$ cat src/pctl_params.svh
// Offsets, fields, reset values and timing constants of the transaction layer config block
`ifndef PCTL_PARAMS_SVH
`define PCTL_PARAMS_SVH

`define PCTL_AW              8
`define PCTL_DW              32
`define PCTL_REG_CTRL        8'h00
`define PCTL_REG_DEVCTL2     8'h04
`define PCTL_REG_FUNC_EN     8'h08
`define PCTL_REG_BUS_NUM     8'h0C
`define PCTL_REG_STATUS      8'h10
`define PCTL_REG_CLEAR       8'h14
`define PCTL_REG_IRQ_EN      8'h18
`define PCTL_REG_NP_CREDITS  8'h1C
`define PCTL_REG_P_CREDITS   8'h20
`define PCTL_REG_TO_STATE    8'h24

`define PCTL_CTRL_RID_CHK    0
`define PCTL_CTRL_LEG_EXT    1
`define PCTL_CTRL_EXT_EXT    2
`define PCTL_CTRL_LEGACY     3
`define PCTL_CTRL_UPSTREAM   4
`define PCTL_CTRL_W          5
`define PCTL_CTRL_RESET      5'h11

`define PCTL_EV_CPL_TO       0
`define PCTL_EV_MSG_UR       1
`define PCTL_EV_LOCK_UR      2
`define PCTL_EV_LOCK_REJ     3
`define PCTL_EV_W            4

`define PCTL_TO_CODE_R1      4'h5
`define PCTL_TO_CODE_R2      4'h6

`define PCTL_NPD_DEFAULT     12'h028
`define PCTL_NPH_DEFAULT     8'h20
`define PCTL_PD_DEFAULT      12'h198
`define PCTL_PD_ALT          12'h0CC
`define PCTL_PH_DEFAULT      8'h20
`define PCTL_TO_R1_DEFAULT   24'hBEBC20
`define PCTL_TO_R2_DEFAULT   28'h17D7840

`define PCTL_CLK_PERIOD_NS   50
`define PCTL_TICK_NS         4
`define PCTL_HALF_TICKS_PER_CLK ((2 * `PCTL_CLK_PERIOD_NS) / `PCTL_TICK_NS)

`define PCTL_LEG_CFG_LO      10'h010
`define PCTL_LEG_CFG_HI      10'h01F
`define PCTL_EXT_CFG_LO      10'h100
`define PCTL_EXT_CFG_HI      10'h3FF
`define PCTL_HDR_ID          10'h000
`define PCTL_HDR_CLASS       10'h002
`define PCTL_HDR_SUBSYS      10'h00B
`define PCTL_HDR_INTR        10'h00F
`define PCTL_INT_LINE_NONE   8'hFF

`endif

$ cat src/pctl_pkg.sv
// Types of the transaction layer config block
package pctl_pkg;
    typedef enum logic [1:0] {
        PCTL_TO_IDLE    = 2'b00,
        PCTL_TO_WAIT    = 2'b01,
        PCTL_TO_EXPIRED = 2'b10
    } pctl_to_state_t;
endpackage

$ cat src/pctl_tl_config.sv
// Transaction layer configuration: credits, completion timeout, message, lock and config steering
// Summary of operation
// Non-posted data credit limit is 12 bits, default 28h (640 bytes).
// Non-posted header credit limit is 8 bits, default 20h (32 packets).
// Posted data credit limit is 12 bits, 198h or CCh allowed.
// Posted header credit limit is 8 bits, default 20h (32 packets).
// Range code 0101 uses 24-bit limit in 4 ns ticks for timeout.
// Range code 0110 uses separate 28-bit limit in 4 ns ticks.
// Legacy upstream port forwards locked requests and answers with locked completions.
// Legacy non-upstream port lets user logic issue locked reads.
// RID check on, upstream port: mismatching ID-routed message is Unsupported Request, dropped.
// RID check off: every message goes to the user request stream.
// Legacy extension: Type0 config regs 10h-1Fh go to extension port.
// Extended extension: Type0 config regs 100h-3FFh go to extension port.
// Each physical function returns its own 16-bit device identifier.
// Per-function 8-bit revision identifier, also reported by its virtual functions.
// 24-bit class code: base, subclass, programming interface; shared with VFs.
// Per-function 16-bit subsystem identifier shared by its virtual functions.
// 3-bit interrupt pin: 1..4 select INTA..INTD, 0 means none.
// Limits and identities are static values fixed before traffic starts.
`include "pctl_params.svh"

module pctl_tl_config #(
    parameter int                  NUM_PF            = 2,
    parameter logic [11:0]         NP_DATA_CREDITS   = `PCTL_NPD_DEFAULT,
    parameter logic [7:0]          NP_HDR_CREDITS    = `PCTL_NPH_DEFAULT,
    parameter logic [11:0]         P_DATA_CREDITS    = `PCTL_PD_DEFAULT,
    parameter logic [7:0]          P_HDR_CREDITS     = `PCTL_PH_DEFAULT,
    parameter logic [23:0]         CPL_TO_LIMIT_R1   = `PCTL_TO_R1_DEFAULT,
    parameter logic [27:0]         CPL_TO_LIMIT_R2   = `PCTL_TO_R2_DEFAULT,
    parameter logic [15:0]         VENDOR_ID         = 16'h1234, // Arbitrary
    parameter logic [15:0]         SUBSYS_VENDOR_ID  = 16'h1234, // Arbitrary
    parameter logic [NUM_PF*16-1:0] PF_DEVICE_ID     = {NUM_PF{16'h0001}}, // Arbitrary
    parameter logic [NUM_PF*8-1:0]  PF_REVISION_ID   = {NUM_PF{8'h00}},
    parameter logic [NUM_PF*24-1:0] PF_CLASS_CODE    = {NUM_PF{24'h058000}},
    parameter logic [NUM_PF*16-1:0] PF_SUBSYSTEM_ID  = {NUM_PF{16'h0001}}, // Arbitrary
    parameter logic [NUM_PF*3-1:0]  PF_INTERRUPT_PIN = {NUM_PF{3'h1}}
) (
    input  wire logic                 clk,
    input  wire logic                 srst,
    input  wire logic [`PCTL_AW-1:0]  reg_addr,
    input  wire logic [`PCTL_DW-1:0]  reg_wdata,
    input  wire logic                 reg_wr,
    input  wire logic                 reg_rd,
    output logic      [`PCTL_DW-1:0]  reg_rdata,
    output logic                      irq,
    output logic      [11:0]          np_data_credit_limit,
    output logic      [7:0]           np_header_credit_limit,
    output logic      [11:0]          posted_data_credit_limit,
    output logic      [7:0]           posted_header_credit_limit,
    input  wire logic                 req_issue,
    input  wire logic                 cpl_received,
    output logic                      cpl_timeout,
    input  wire logic                 msg_valid,
    input  wire logic                 msg_id_routed,
    input  wire logic [15:0]          msg_target_id,
    input  wire logic [31:0]          msg_data,
    output logic                      user_request_stream_valid,
    output logic      [31:0]          user_request_stream_data,
    output logic                      msg_ur_drop,
    input  wire logic                 lock_req_valid,
    output logic                      lock_req_fwd,
    output logic                      lock_cpl_locked,
    input  wire logic                 user_lock_rd_req,
    output logic                      user_lock_rd_grant,
    input  wire logic                 cfg_valid,
    input  wire logic                 cfg_type0,
    input  wire logic [2:0]           cfg_func,
    input  wire logic [9:0]           cfg_reg_num,
    output logic                      cfg_extension_port_valid,
    output logic      [2:0]           cfg_extension_port_func,
    output logic      [9:0]           cfg_extension_port_reg,
    output logic                      cfg_int_valid,
    output logic      [31:0]          cfg_int_rdata
);

    ////////////////////////////////////////////////////////////////////////////
    // Software registers
    logic [`PCTL_CTRL_W-1:0] ctrl_q;
    logic [3:0]              devctl2_q;
    logic [7:0]              func_en_q;
    logic [7:0]              bus_num_q;
    logic [`PCTL_EV_W-1:0]   status_q;
    logic [`PCTL_EV_W-1:0]   irq_en_q;
    logic [`PCTL_EV_W-1:0]   events;
    logic [`PCTL_DW-1:0]     rdata_d;
    logic [`PCTL_DW-1:0]     rdata_q;
    pctl_pkg::pctl_to_state_t to_state_q;

    logic rid_chk_en;
    logic leg_ext_en;
    logic ext_ext_en;
    logic legacy_endpoint_sel;
    logic upstream_port_sel;

    assign rid_chk_en          = ctrl_q[`PCTL_CTRL_RID_CHK];
    assign leg_ext_en          = ctrl_q[`PCTL_CTRL_LEG_EXT];
    assign ext_ext_en          = ctrl_q[`PCTL_CTRL_EXT_EXT];
    assign legacy_endpoint_sel = ctrl_q[`PCTL_CTRL_LEGACY];
    assign upstream_port_sel   = ctrl_q[`PCTL_CTRL_UPSTREAM];

    // Function enabled and present
    function automatic logic fn_enabled(input logic [2:0] fn, input logic [7:0] en);
        fn_enabled = (32'(fn) < NUM_PF) && en[fn];
    endfunction

    always_ff @(posedge clk) begin
        if (srst) begin
            ctrl_q    <= `PCTL_CTRL_RESET;
            devctl2_q <= 4'h0;
            func_en_q <= 8'(({NUM_PF{1'b1}}));
            bus_num_q <= 8'h00;
            irq_en_q  <= '0;
        end else if (reg_wr) begin
            unique case (reg_addr)
                `PCTL_REG_CTRL:    ctrl_q    <= reg_wdata[`PCTL_CTRL_W-1:0];
                `PCTL_REG_DEVCTL2: devctl2_q <= reg_wdata[3:0];
                `PCTL_REG_FUNC_EN: func_en_q <= reg_wdata[7:0];
                `PCTL_REG_BUS_NUM: bus_num_q <= reg_wdata[7:0];
                `PCTL_REG_IRQ_EN:  irq_en_q  <= reg_wdata[`PCTL_EV_W-1:0];
                default: ;
            endcase
        end
    end

    // Sticky status, set wins over clear
    always_ff @(posedge clk) begin
        if (srst) begin
            status_q <= '0;
        end else if (reg_wr && reg_addr == `PCTL_REG_CLEAR) begin
            status_q <= (status_q & ~reg_wdata[`PCTL_EV_W-1:0]) | events;
        end else begin
            status_q <= status_q | events;
        end
    end

    always_ff @(posedge clk) begin
        if (srst) begin
            irq <= 1'b0;
        end else begin
            irq <= |((status_q | events) & irq_en_q);
        end
    end

    always_comb begin
        rdata_d = '0;
        unique case (reg_addr)
            `PCTL_REG_CTRL:       rdata_d[`PCTL_CTRL_W-1:0] = ctrl_q;
            `PCTL_REG_DEVCTL2:    rdata_d[3:0] = devctl2_q;
            `PCTL_REG_FUNC_EN:    rdata_d[7:0] = func_en_q;
            `PCTL_REG_BUS_NUM:    rdata_d[7:0] = bus_num_q;
            `PCTL_REG_STATUS:     rdata_d[`PCTL_EV_W-1:0] = status_q;
            `PCTL_REG_IRQ_EN:     rdata_d[`PCTL_EV_W-1:0] = irq_en_q;
            `PCTL_REG_NP_CREDITS: rdata_d[19:0] = {NP_HDR_CREDITS, NP_DATA_CREDITS};
            `PCTL_REG_P_CREDITS:  rdata_d[19:0] = {P_HDR_CREDITS, P_DATA_CREDITS};
            `PCTL_REG_TO_STATE:   rdata_d[1:0] = to_state_q;
            default:              rdata_d = '0;
        endcase
    end

    always_ff @(posedge clk) begin
        if (srst) begin
            rdata_q <= '0;
        end else if (reg_rd) begin
            rdata_q <= rdata_d;
        end else begin
            rdata_q <= '0;
        end
    end

    assign reg_rdata = rdata_q;

    ////////////////////////////////////////////////////////////////////////////
    // Advertised receive credit limits, static
    always_ff @(posedge clk) begin
        if (srst) begin
            np_data_credit_limit       <= NP_DATA_CREDITS;
            np_header_credit_limit     <= NP_HDR_CREDITS;
            posted_data_credit_limit   <= P_DATA_CREDITS;
            posted_header_credit_limit <= P_HDR_CREDITS;
        end else begin
            np_data_credit_limit       <= NP_DATA_CREDITS;
            np_header_credit_limit     <= NP_HDR_CREDITS;
            posted_data_credit_limit   <= P_DATA_CREDITS;
            posted_header_credit_limit <= P_HDR_CREDITS;
        end
    end

    ////////////////////////////////////////////////////////////////////////////
    // Completion timeout, elapsed time kept in half 4 ns ticks
    logic [29:0] elapsed_q;
    logic [29:0] limit_half;
    logic        to_armed;
    logic        to_hit;

    always_comb begin
        limit_half = '0;
        to_armed   = 1'b0;
        if (devctl2_q == `PCTL_TO_CODE_R1) begin
            limit_half = {5'h00, CPL_TO_LIMIT_R1, 1'b0};
            to_armed   = 1'b1;
        end else if (devctl2_q == `PCTL_TO_CODE_R2) begin
            limit_half = {1'b0, CPL_TO_LIMIT_R2, 1'b0};
            to_armed   = 1'b1;
        end
    end

    assign to_hit = to_armed && (elapsed_q >= limit_half);

    always_ff @(posedge clk) begin
        if (srst) begin
            to_state_q  <= pctl_pkg::PCTL_TO_IDLE;
            elapsed_q   <= '0;
            cpl_timeout <= 1'b0;
        end else begin
            cpl_timeout <= 1'b0;
            unique case (to_state_q)
                pctl_pkg::PCTL_TO_IDLE: begin
                    elapsed_q <= '0;
                    if (req_issue) begin
                        to_state_q <= pctl_pkg::PCTL_TO_WAIT;
                    end
                end
                pctl_pkg::PCTL_TO_WAIT: begin
                    if (cpl_received) begin
                        to_state_q <= pctl_pkg::PCTL_TO_IDLE;
                    end else if (to_hit) begin
                        to_state_q  <= pctl_pkg::PCTL_TO_EXPIRED;
                        cpl_timeout <= 1'b1;
                    end else begin
                        elapsed_q <= elapsed_q + 30'(`PCTL_HALF_TICKS_PER_CLK);
                    end
                end
                pctl_pkg::PCTL_TO_EXPIRED: begin
                    elapsed_q <= '0;
                    if (req_issue) begin
                        to_state_q <= pctl_pkg::PCTL_TO_WAIT;
                    end
                end
                default: begin
                    to_state_q <= pctl_pkg::PCTL_TO_IDLE;
                end
            endcase
        end
    end

    ////////////////////////////////////////////////////////////////////////////
    // Received messages: requester ID check or pass through
    logic msg_match;
    logic msg_drop;

    assign msg_match = (msg_target_id[15:8] == bus_num_q) && (msg_target_id[7:3] == 5'h00)
                       && fn_enabled(msg_target_id[2:0], func_en_q);
    assign msg_drop  = msg_valid && rid_chk_en && upstream_port_sel && msg_id_routed
                       && !msg_match;

    always_ff @(posedge clk) begin
        if (srst) begin
            user_request_stream_valid <= 1'b0;
            user_request_stream_data  <= '0;
            msg_ur_drop               <= 1'b0;
        end else begin
            user_request_stream_valid <= msg_valid && !msg_drop;
            msg_ur_drop               <= msg_drop;
            if (msg_valid && !msg_drop) begin
                user_request_stream_data <= msg_data;
            end
        end
    end

    ////////////////////////////////////////////////////////////////////////////
    // Locked transactions
    logic lock_legacy_ep;
    logic lock_master_ok;

    assign lock_legacy_ep = legacy_endpoint_sel && upstream_port_sel;
    assign lock_master_ok = legacy_endpoint_sel && !upstream_port_sel;

    always_ff @(posedge clk) begin
        if (srst) begin
            lock_req_fwd       <= 1'b0;
            lock_cpl_locked    <= 1'b0;
            user_lock_rd_grant <= 1'b0;
        end else begin
            lock_req_fwd       <= lock_req_valid && lock_legacy_ep;
            lock_cpl_locked    <= lock_req_valid && lock_legacy_ep;
            user_lock_rd_grant <= user_lock_rd_req && lock_master_ok;
        end
    end

    ////////////////////////////////////////////////////////////////////////////
    // Type0 configuration steering and header answers
    logic to_ext;
    logic in_leg;
    logic in_ext;

    assign in_leg = (cfg_reg_num >= `PCTL_LEG_CFG_LO) && (cfg_reg_num <= `PCTL_LEG_CFG_HI);
    assign in_ext = (cfg_reg_num >= `PCTL_EXT_CFG_LO) && (cfg_reg_num <= `PCTL_EXT_CFG_HI);
    assign to_ext = cfg_valid && cfg_type0 && fn_enabled(cfg_func, func_en_q)
                    && ((leg_ext_en && in_leg) || (ext_ext_en && in_ext));

    // Header word of one function
    function automatic logic [31:0] hdr_word(input logic [2:0] fn, input logic [9:0] rn);
        int i;
        i        = 32'(fn);
        hdr_word = 32'h0000_0000;
        if (i < NUM_PF) begin
            unique case (rn)
                `PCTL_HDR_ID:     hdr_word = {PF_DEVICE_ID[i*16 +: 16], VENDOR_ID};
                `PCTL_HDR_CLASS:  hdr_word = {PF_CLASS_CODE[i*24 +: 24], PF_REVISION_ID[i*8 +: 8]};
                `PCTL_HDR_SUBSYS: hdr_word = {PF_SUBSYSTEM_ID[i*16 +: 16], SUBSYS_VENDOR_ID};
                `PCTL_HDR_INTR:   hdr_word = {16'h0000, 5'h00, PF_INTERRUPT_PIN[i*3 +: 3],
                                              `PCTL_INT_LINE_NONE};
                default:          hdr_word = 32'h0000_0000;
            endcase
        end
    endfunction

    always_ff @(posedge clk) begin
        if (srst) begin
            cfg_extension_port_valid <= 1'b0;
            cfg_extension_port_func  <= '0;
            cfg_extension_port_reg   <= '0;
            cfg_int_valid            <= 1'b0;
            cfg_int_rdata            <= '0;
        end else begin
            cfg_extension_port_valid <= to_ext;
            cfg_int_valid            <= cfg_valid && !to_ext;
            if (to_ext) begin
                cfg_extension_port_func <= cfg_func;
                cfg_extension_port_reg  <= cfg_reg_num;
            end
            if (cfg_valid && !to_ext) begin
                cfg_int_rdata <= hdr_word(cfg_func, cfg_reg_num);
            end
        end
    end

    ////////////////////////////////////////////////////////////////////////////
    // Interrupt events
    always_comb begin
        events                     = '0;
        events[`PCTL_EV_CPL_TO]   = (to_state_q == pctl_pkg::PCTL_TO_WAIT) && !cpl_received
                                     && to_hit;
        events[`PCTL_EV_MSG_UR]   = msg_drop;
        events[`PCTL_EV_LOCK_UR]  = lock_req_valid && !lock_legacy_ep;
        events[`PCTL_EV_LOCK_REJ] = user_lock_rd_req && !lock_master_ok;
    end

endmodule
$ cat config.mk
export PLATFORM = sky130hd
export DESIGN_NAME = pctl_tl_config
export DESIGN_NICKNAME = d
export VERILOG_FILES = /design/src/pctl_pkg.sv /design/src/pctl_tl_config.sv
export VERILOG_INCLUDE_DIRS = /design/src /design/src/src
export SDC_FILE = /design/constraint.sdc
export NUM_CORES = 1
export LEC_CHECK = 0
export ABC_AREA = 1
export BUFFER_PORTS_ARGS = -buffer_cell sky130_fd_sc_hd__buf_2
export CAP_MARGIN = 5
export CORE_MARGIN = 4
export CORE_UTILIZATION = 30
export CTS_BUF_LIST = sky130_fd_sc_hd__clkbuf_16
export CTS_CLUSTER_DIAMETER = 100
export DETAILED_ROUTE_END_ITERATION = 8
export PLACE_DENSITY_LB_ADDON = 0.3
export RECOVER_POWER = 50
export SYNTH_ARGS = -nofsm -noshare
export SYNTH_HDL_FRONTEND = slang
export SYNTH_SLANG_ARGS = --single-unit
$ cat constraint.sdc
create_clock -name clk -period 2.6 [get_ports clk]
set_clock_uncertainty 0.1 [all_clocks]
set_input_delay 0.26 -clock clk [delete_from_list [all_inputs] [get_ports clk]]
set_output_delay 0.26 -clock clk [all_outputs]
set_load 0.01 [all_outputs]
==> results of run 1 <==
## cells in the mapped netlist (3+ instances only)
library cell / n
nor2_1: 152
dfxtp_1: 134
nand2_1: 128
inv_1: 104
buf_4: 90
o21ai_0: 77
a21oi_1: 63
nand3_1: 42
clkbuf_1: 22
nor3_1: 22
nand4_1: 20
nand3_2: 18
a211oi_1: 17
ha_1: 16
nor2_2: 10
xor2_1: 10
nand3b_1: 6
nor4_1: 6
buf_2: 5
o211ai_1: 5
inv_2: 4
a31oi_1: 3
buf_6: 3
o21bai_1: 3
o22ai_1: 3
xnor2_1: 3
## cell type report
| type | instances | area [sq um] |
|---|---|---|
| Clock buffer | 17 | 425 |
| Clock inverter | 14 | 176 |
| Fill cell | 2513 | 14400 |
| Inverter | 109 | 414 |
| Multi-Input combinational cell | 708 | 3650 |
| Sequential cell | 134 | 2690 |
| Tap cell | 319 | 399 |
| Timing Repair Buffer | 231 | 1350 |
## kinds of logic (layout without fill, tap and decap cells)
kind of cell    after synthesis  after routing  share of synthesized area, %
buf+inv                     230            371                          17.4
other cells                   2             79                         0.105
fa+ha+maj                    16             16                          2.79
flops                       134            134                          37.4
simple gates                415            419                          26.7
compound gates              181            181                          14.1
xor+xnor                     13             13                          1.59
## how the worst max path moves through the flow
stage                            start       endpoint  slack [ns]  cells after the start
after floorplan           devctl2_q[1]   elapsed_q[1]        0.24                     19
after global placement    devctl2_q[2]   elapsed_q[1]        0.03                     18
after detailed placement  devctl2_q[2]  elapsed_q[15]      -0.007                     18
after CTS                 devctl2_q[2]  elapsed_q[26]       0.003                     18
after global routing      devctl2_q[2]  elapsed_q[15]       -0.05                     20
final                     devctl2_q[2]  elapsed_q[19]        0.14                     20
## per-layer routing
| metal | part of all wire [%] | vias to the layer above | GRT usage (%) |
|---|---|---|---|
| met1 | 45 | 3157 | 19.9 |
| li1 | - | 3507 | - |
| met3 | 6.8 | 17 | 4.86 |
| met5 | 0 | - | 0 |
| met4 | 1.2 | 0 | 4.00 |
| met2 | 47 | 195 | 25.8 |
## repair_timing
action / CTS / global route
hold buffers: 33 / 0
gates cloned: 1 / 4
endpoints found under the setup margin: 16 / 32
pin swaps: 0 / 17
gates resized for setup: 3 / 20
buffers inserted: 0 / 3
endpoints found under the hold margin: 36 / 0
## power breakdown
group | internal [mW] | leakage, nW | switching, mW
sequential | 2.10 | 1.09 | 0.0265
clock | 1.52 | 0.290 | 0.976
combinational | 0.170 | 2.53 | 0.306
## metrics by stage
step	setup TNS, ns	total power, mW
after floorplan	0	2.51
after global placement	0	2.61
after detailed placement	-0.0148	2.61
after CTS	0	5.16
after global routing	-0.495	5.31
final	0	5.10
## worst max-delay path, stage by stage (launching register included)
cell	delay, ns
dfxtp_2	0.33
inv_2	0.05
nor2_4	0.16
nand2_4	0.13
nand2_4	0.11
inv_6	0.05
ha_4	0.25
nand2_2	0.04
nor2_1	0.10
nand2_1	0.08
inv_1	0.10
nand2_1	0.05
nor2_1	0.09
nand2_1	0.09
nand3_4	0.15
nand2_4	0.13
buf_6	0.17
nand3_2	0.05
nand2_1	0.05
inv_1	0.04
nor2_1	0.03
==> results.json, run 1 <==
{
  "crit_required_ns": 2.80,
  "ir_worst_vdd_mv": 0.363,
  "critPathCaptureType": "flop",
  "netlist_area_sq_um": 7170,
  "hold_path_startpoint": "msg_data[20]",
  "netlist_instances": 991,
  "relSlewSlack_pct": 53.3,
  "vias": 6876,
  "synth_top_area_share_pct": 37.4,
  "rsz0062_at_grt": "true",
  "rr_endpoint": "elapsed_q[19]",
  "die_h_microns": 163,
  "grt_first_pass_wirelength_microns": 33300,
  "dp_cells": 1460,
  "arrival_ns": 2.66,
  "cts_buffers": 17,
  "clk_latency_ns": 0.42,
  "antenna_found_initial": 0,
  "synth_edf_count": 0,
  "num_rows": 56,
  "routed_wl_microns": 21300,
  "dr.pass1.iters": 5,
  "layout_commonest_cell": "nor2_1",
  "final_cells": 1532,
  "initial_core_util_pct": 30.6,
  "crit_type": "flop to flop",
  "grt.total_usage_pct": 15.6,
  "grt_max_degree": 35,
  "hold_depth": 3,
  "largest_reg_flops": 32,
  "vias_per_cell": 4.49,
  "clkTransAtPathRegs_ns": 0.07,
  "cp_max_fo": 8,
  "startpoint_type": "flop",
  "top_register": "user_request_stream_data",
  "synth_cell_types": 44,
  "ant_nets": 0,
  "core_sq_um": 23500,
  "synth_area_leader_cell": "dfxtp_1",
  "clockRootBuffer": "clkbuf_16",
  "avgSynthCellArea_sq_um": 7.24,
  "hold_class": "primary input to flop",
  "io_pins": 271,
  "mostFrequentLayoutCells": "151 x nor2_1, 131 x dfxtp_1, 127 x nand2_1",
  "top_regs": "user_request_stream_data x32, elapsed_q x30",
  "power_density_nw_per_um2": 560,
  "area_growth_pct": 26.9,
  "max-cap-violations": 0,
  "drv_slew": 0,
  "reg2regPathDepth": 20,
  "setup.reg_to_reg.worst_slack_ns": 0.14,
  "worst_pin_slew_ns": 0.700,
  "dieArea_sq_um": 26400,
  "whs_ns": 0.0200,
  "fin_area_sq_um": 9100,
  "post-place-ws_ns": -0.00743,
  "clock.fmax_mhz": 407,
  "yosys_warnings": 0,
  "setup_slack_ns": 0.141,
  "run_status": "finished clean",
  "placed_area_sq_um": 8090,
  "p_leak_nw": 3.92,
  "drc": 0,
  "dp_hpwl_microns": 15400,
  "tritoncts": "done",
  "min_to": "user_request_stream_data[20]",
  "period_share_pct": 94.6,
  "seq_area_frac_synth_pct": 37.4,
  "diodes": 0,
  "drive_gt1_share_pct": 16.7,
  "htreeDepth": 4,
  "portBuffers": 167,
  "ys.flop_type": "dfxtp_1",
  "cts_buffer_depth": 2,
  "r2r-start": "devctl2_q[2]",
  "grt_pass1_vias": 6499,
  "overflow": 0,
  "cts_num_sinks": 134,
  "fin_nets": 1330,
  "final.min_clock_period_ns": 2.46,
  "wl_per_cell_microns": 13.9,
  "hold_viol_final": 0,
  "yosys_register_bits": 134,
  "setup_violations": 0,
  "async_reset_ff_share_pct": 0,
  "die_width_microns": 163,
  "drt_iter0_drc": 348,
  "globalplace.congestion": 0.904,
  "fin_util_pct": 38.8,
  "synth.area.top_cells": "dfxtp_1 37%, buf_4 9.4%, nor2_1 8.0%"
}
(Power assumes the default switching activity.)
==> run 2: changes to the inputs <==
- CORE_MARGIN: 4 -> unset
- CORE_UTILIZATION: 30 -> 45
- PLACE_DENSITY: unset -> 0.72
- PLACE_DENSITY_LB_ADDON: 0.3 -> unset
==> run 2 against run 1 <==
  * Worst setup slack worse by 0.043 ns
  * Combinational power hardly changed
  * Sequential cell count stayed put
  * Wire length is 8.9% lower
  * Worst hold slack worse by 0.014 ns
  * Critical path depth is 2 lower
  * Sequential power hardly changed
  * Clock-buffer cell count stayed put
==> results.json, run 2 (synthesized netlist as in run 1, its figures left out) <==
{
  "cts_num_sinks": 134,
  "grt_pass1_vias": 6312,
  "r2r-start": "devctl2_q[2]",
  "htreeDepth": 4,
  "die_h_microns": 128,
  "setup_violations": 0,
  "cp_max_fo": 14,
  "top_register": "user_request_stream_data",
  "cts_buffer_depth": 2,
  "p_leak_nw": 3.96,
  "initial_core_util_pct": 46.7,
  "worst_pin_slew_ns": 1.26,
  "diodes": 0,
  "portBuffers": 167,
  "path_buf_inv": 3,
  "overflow": 0,
  "num_rows": 45,
  "die_width_microns": 128,
  "final_cells": 1434,
  "ir_worst_vdd_mv": 0.485,
  "fin_util_pct": 59.3,
  "antenna_found_initial": 0,
  "setup.reg_to_reg.worst_slack_ns": 0.1,
  "final.min_clock_period_ns": 2.50,
  "crit_type": "flop to flop",
  "clk_latency_ns": 0.43,
  "globalplace.congestion": 0.918,
  "area_growth_pct": 27.0,
  "clockRootBuffer": "clkbuf_16",
  "run_status": "finished clean",
  "worstSetupStartpoint": "devctl2_q[2]",
  "grt_first_pass_wirelength_microns": 30000,
  "core_sq_um": 15400,
  "top_regs": "user_request_stream_data x32, elapsed_q x30",
  "vias": 7022,
  "clkTransAtPathRegs_ns": 0.06,
  "critPathCaptureType": "flop",
  "cts_buffers": 17,
  "period_share_pct": 96.2,
  "power_density_nw_per_um2": 546,
  "vias_per_cell": 4.90,
  "routed_wl_microns": 19400,
  "mostFrequentLayoutCells": "150 x nor2_1, 130 x dfxtp_1, 124 x nand2_1",
  "arrival_ns": 2.76,
  "crit_required_ns": 2.86,
  "hold_path_startpoint": "msg_data[15]",
  "grt.total_usage_pct": 23.2,
  "cpPeakStageDelay_ns": 0.33,
  "layout_commonest_cell": "nor2_1",
  "dp_cells": 1350,
  "startpoint_type": "flop",
  "drc": 0,
  "tritoncts": "done",
  "hold_viol_final": 0,
  "fin_nets": 1339,
  "io_pins": 271,
  "setup_tns_ns": 0,
  "largest_reg_flops": 32,
  "cp_slowest_cell": "dfxtp_2",
  "drt_iter0_drc": 488,
  "ant_nets": 0,
  "drv_slew": 0,
  "dp_hpwl_microns": 13200,
  "relSlewSlack_pct": 15.9,
  "clock.fmax_mhz": 400,
  "wl_per_cell_microns": 13.5,
  "dieArea_sq_um": 16400,
  "rsz0062_at_grt": "true",
  "hold_class": "primary input to flop",
  "grt_max_degree": 69,
  "crit_family": "simple AND/OR/NAND/NOR gates",
  "max-cap-violations": 0,
  "dr.pass1.iters": 5,
  "drive_gt1_share_pct": 17.7,
  "path_cells": "inv_2 > nor2_4 > nand2_4 > nand2_4 > inv_4 > ha_4 > nand2_2 > nor2_2 > nand2_2 > inv_2 > nand2_1 > nor2_1 > nand2_1 > nand3_4 > nand2_8 > nand2_8 > nand3_2 > a21oi_2"
}
-- run 2: what timing repair did --
action,CTS,global route
resized for setup,0,41
buffers inserted,0,5
endpoints found under the hold margin,46,0
hold buffers,43,0
endpoints found under the setup margin,0,32
-- run 2: final timing paths --
kind | cells past startpoint | endpoint
setup / recovery | 18 | elapsed_q[16]
hold / removal | 3 | user_request_stream_data[15]
setup reg to reg | 18 | elapsed_q[16]
hold reg to reg | 2 | cfg_extension_port_func[2]
-- run 2: cell type report --
class,count,area (sq um)
Multi-Input combinational cell,706,3700
Clock buffer,17,425
Clock inverter,15,153
Timing Repair Buffer,242,1470
Fill cell,1434,6260
Tap cell,211,264
Sequential cell,134,2690
Inverter,109,412
-- run 2: worst min-delay path, stage by stage --
cell and delay [ns]:
buf_2 0.08, o21ai_0 0.08, nor2_1 0.09
-- run 2: per-layer routing --
| layer | track usage (%) | routed length (microns) | vias up |
|---|---|---|---|
| li1 | - | - | 3522 |
| met1 | 28.6 | 8330 | 3213 |
| met2 | 38.8 | 9370 | 257 |
| met3 | 5.97 | 1280 | 30 |
| met4 | 8.86 | 420 | 0 |
| met5 | 0 | 0 | - |
-- run 2: where the power goes --
group	switching, mW	total [mW]	internal, mW
clock network	0.958	2.37	1.41
registers	0.0272	2.13	2.10
logic	0.300	0.477	0.177
-- run 2: stage by stage --
step | hold slack [ns] | worst slack, ns | power, mW | cell area [sq um]
after floorplan | 0.280 | 0.238 | 2.51 | 7460
after global placement | 0.328 | 0.0764 | 2.59 | 7910
after detailed placement | 0.335 | 0.0421 | 2.59 | 7910
after CTS | 0.000116 | 0.0211 | 5.00 | 8920
after global routing | 0.00370 | -0.0613 | 5.17 | 9110
final | 0.00584 | 0.0983 | 4.98 | 9110
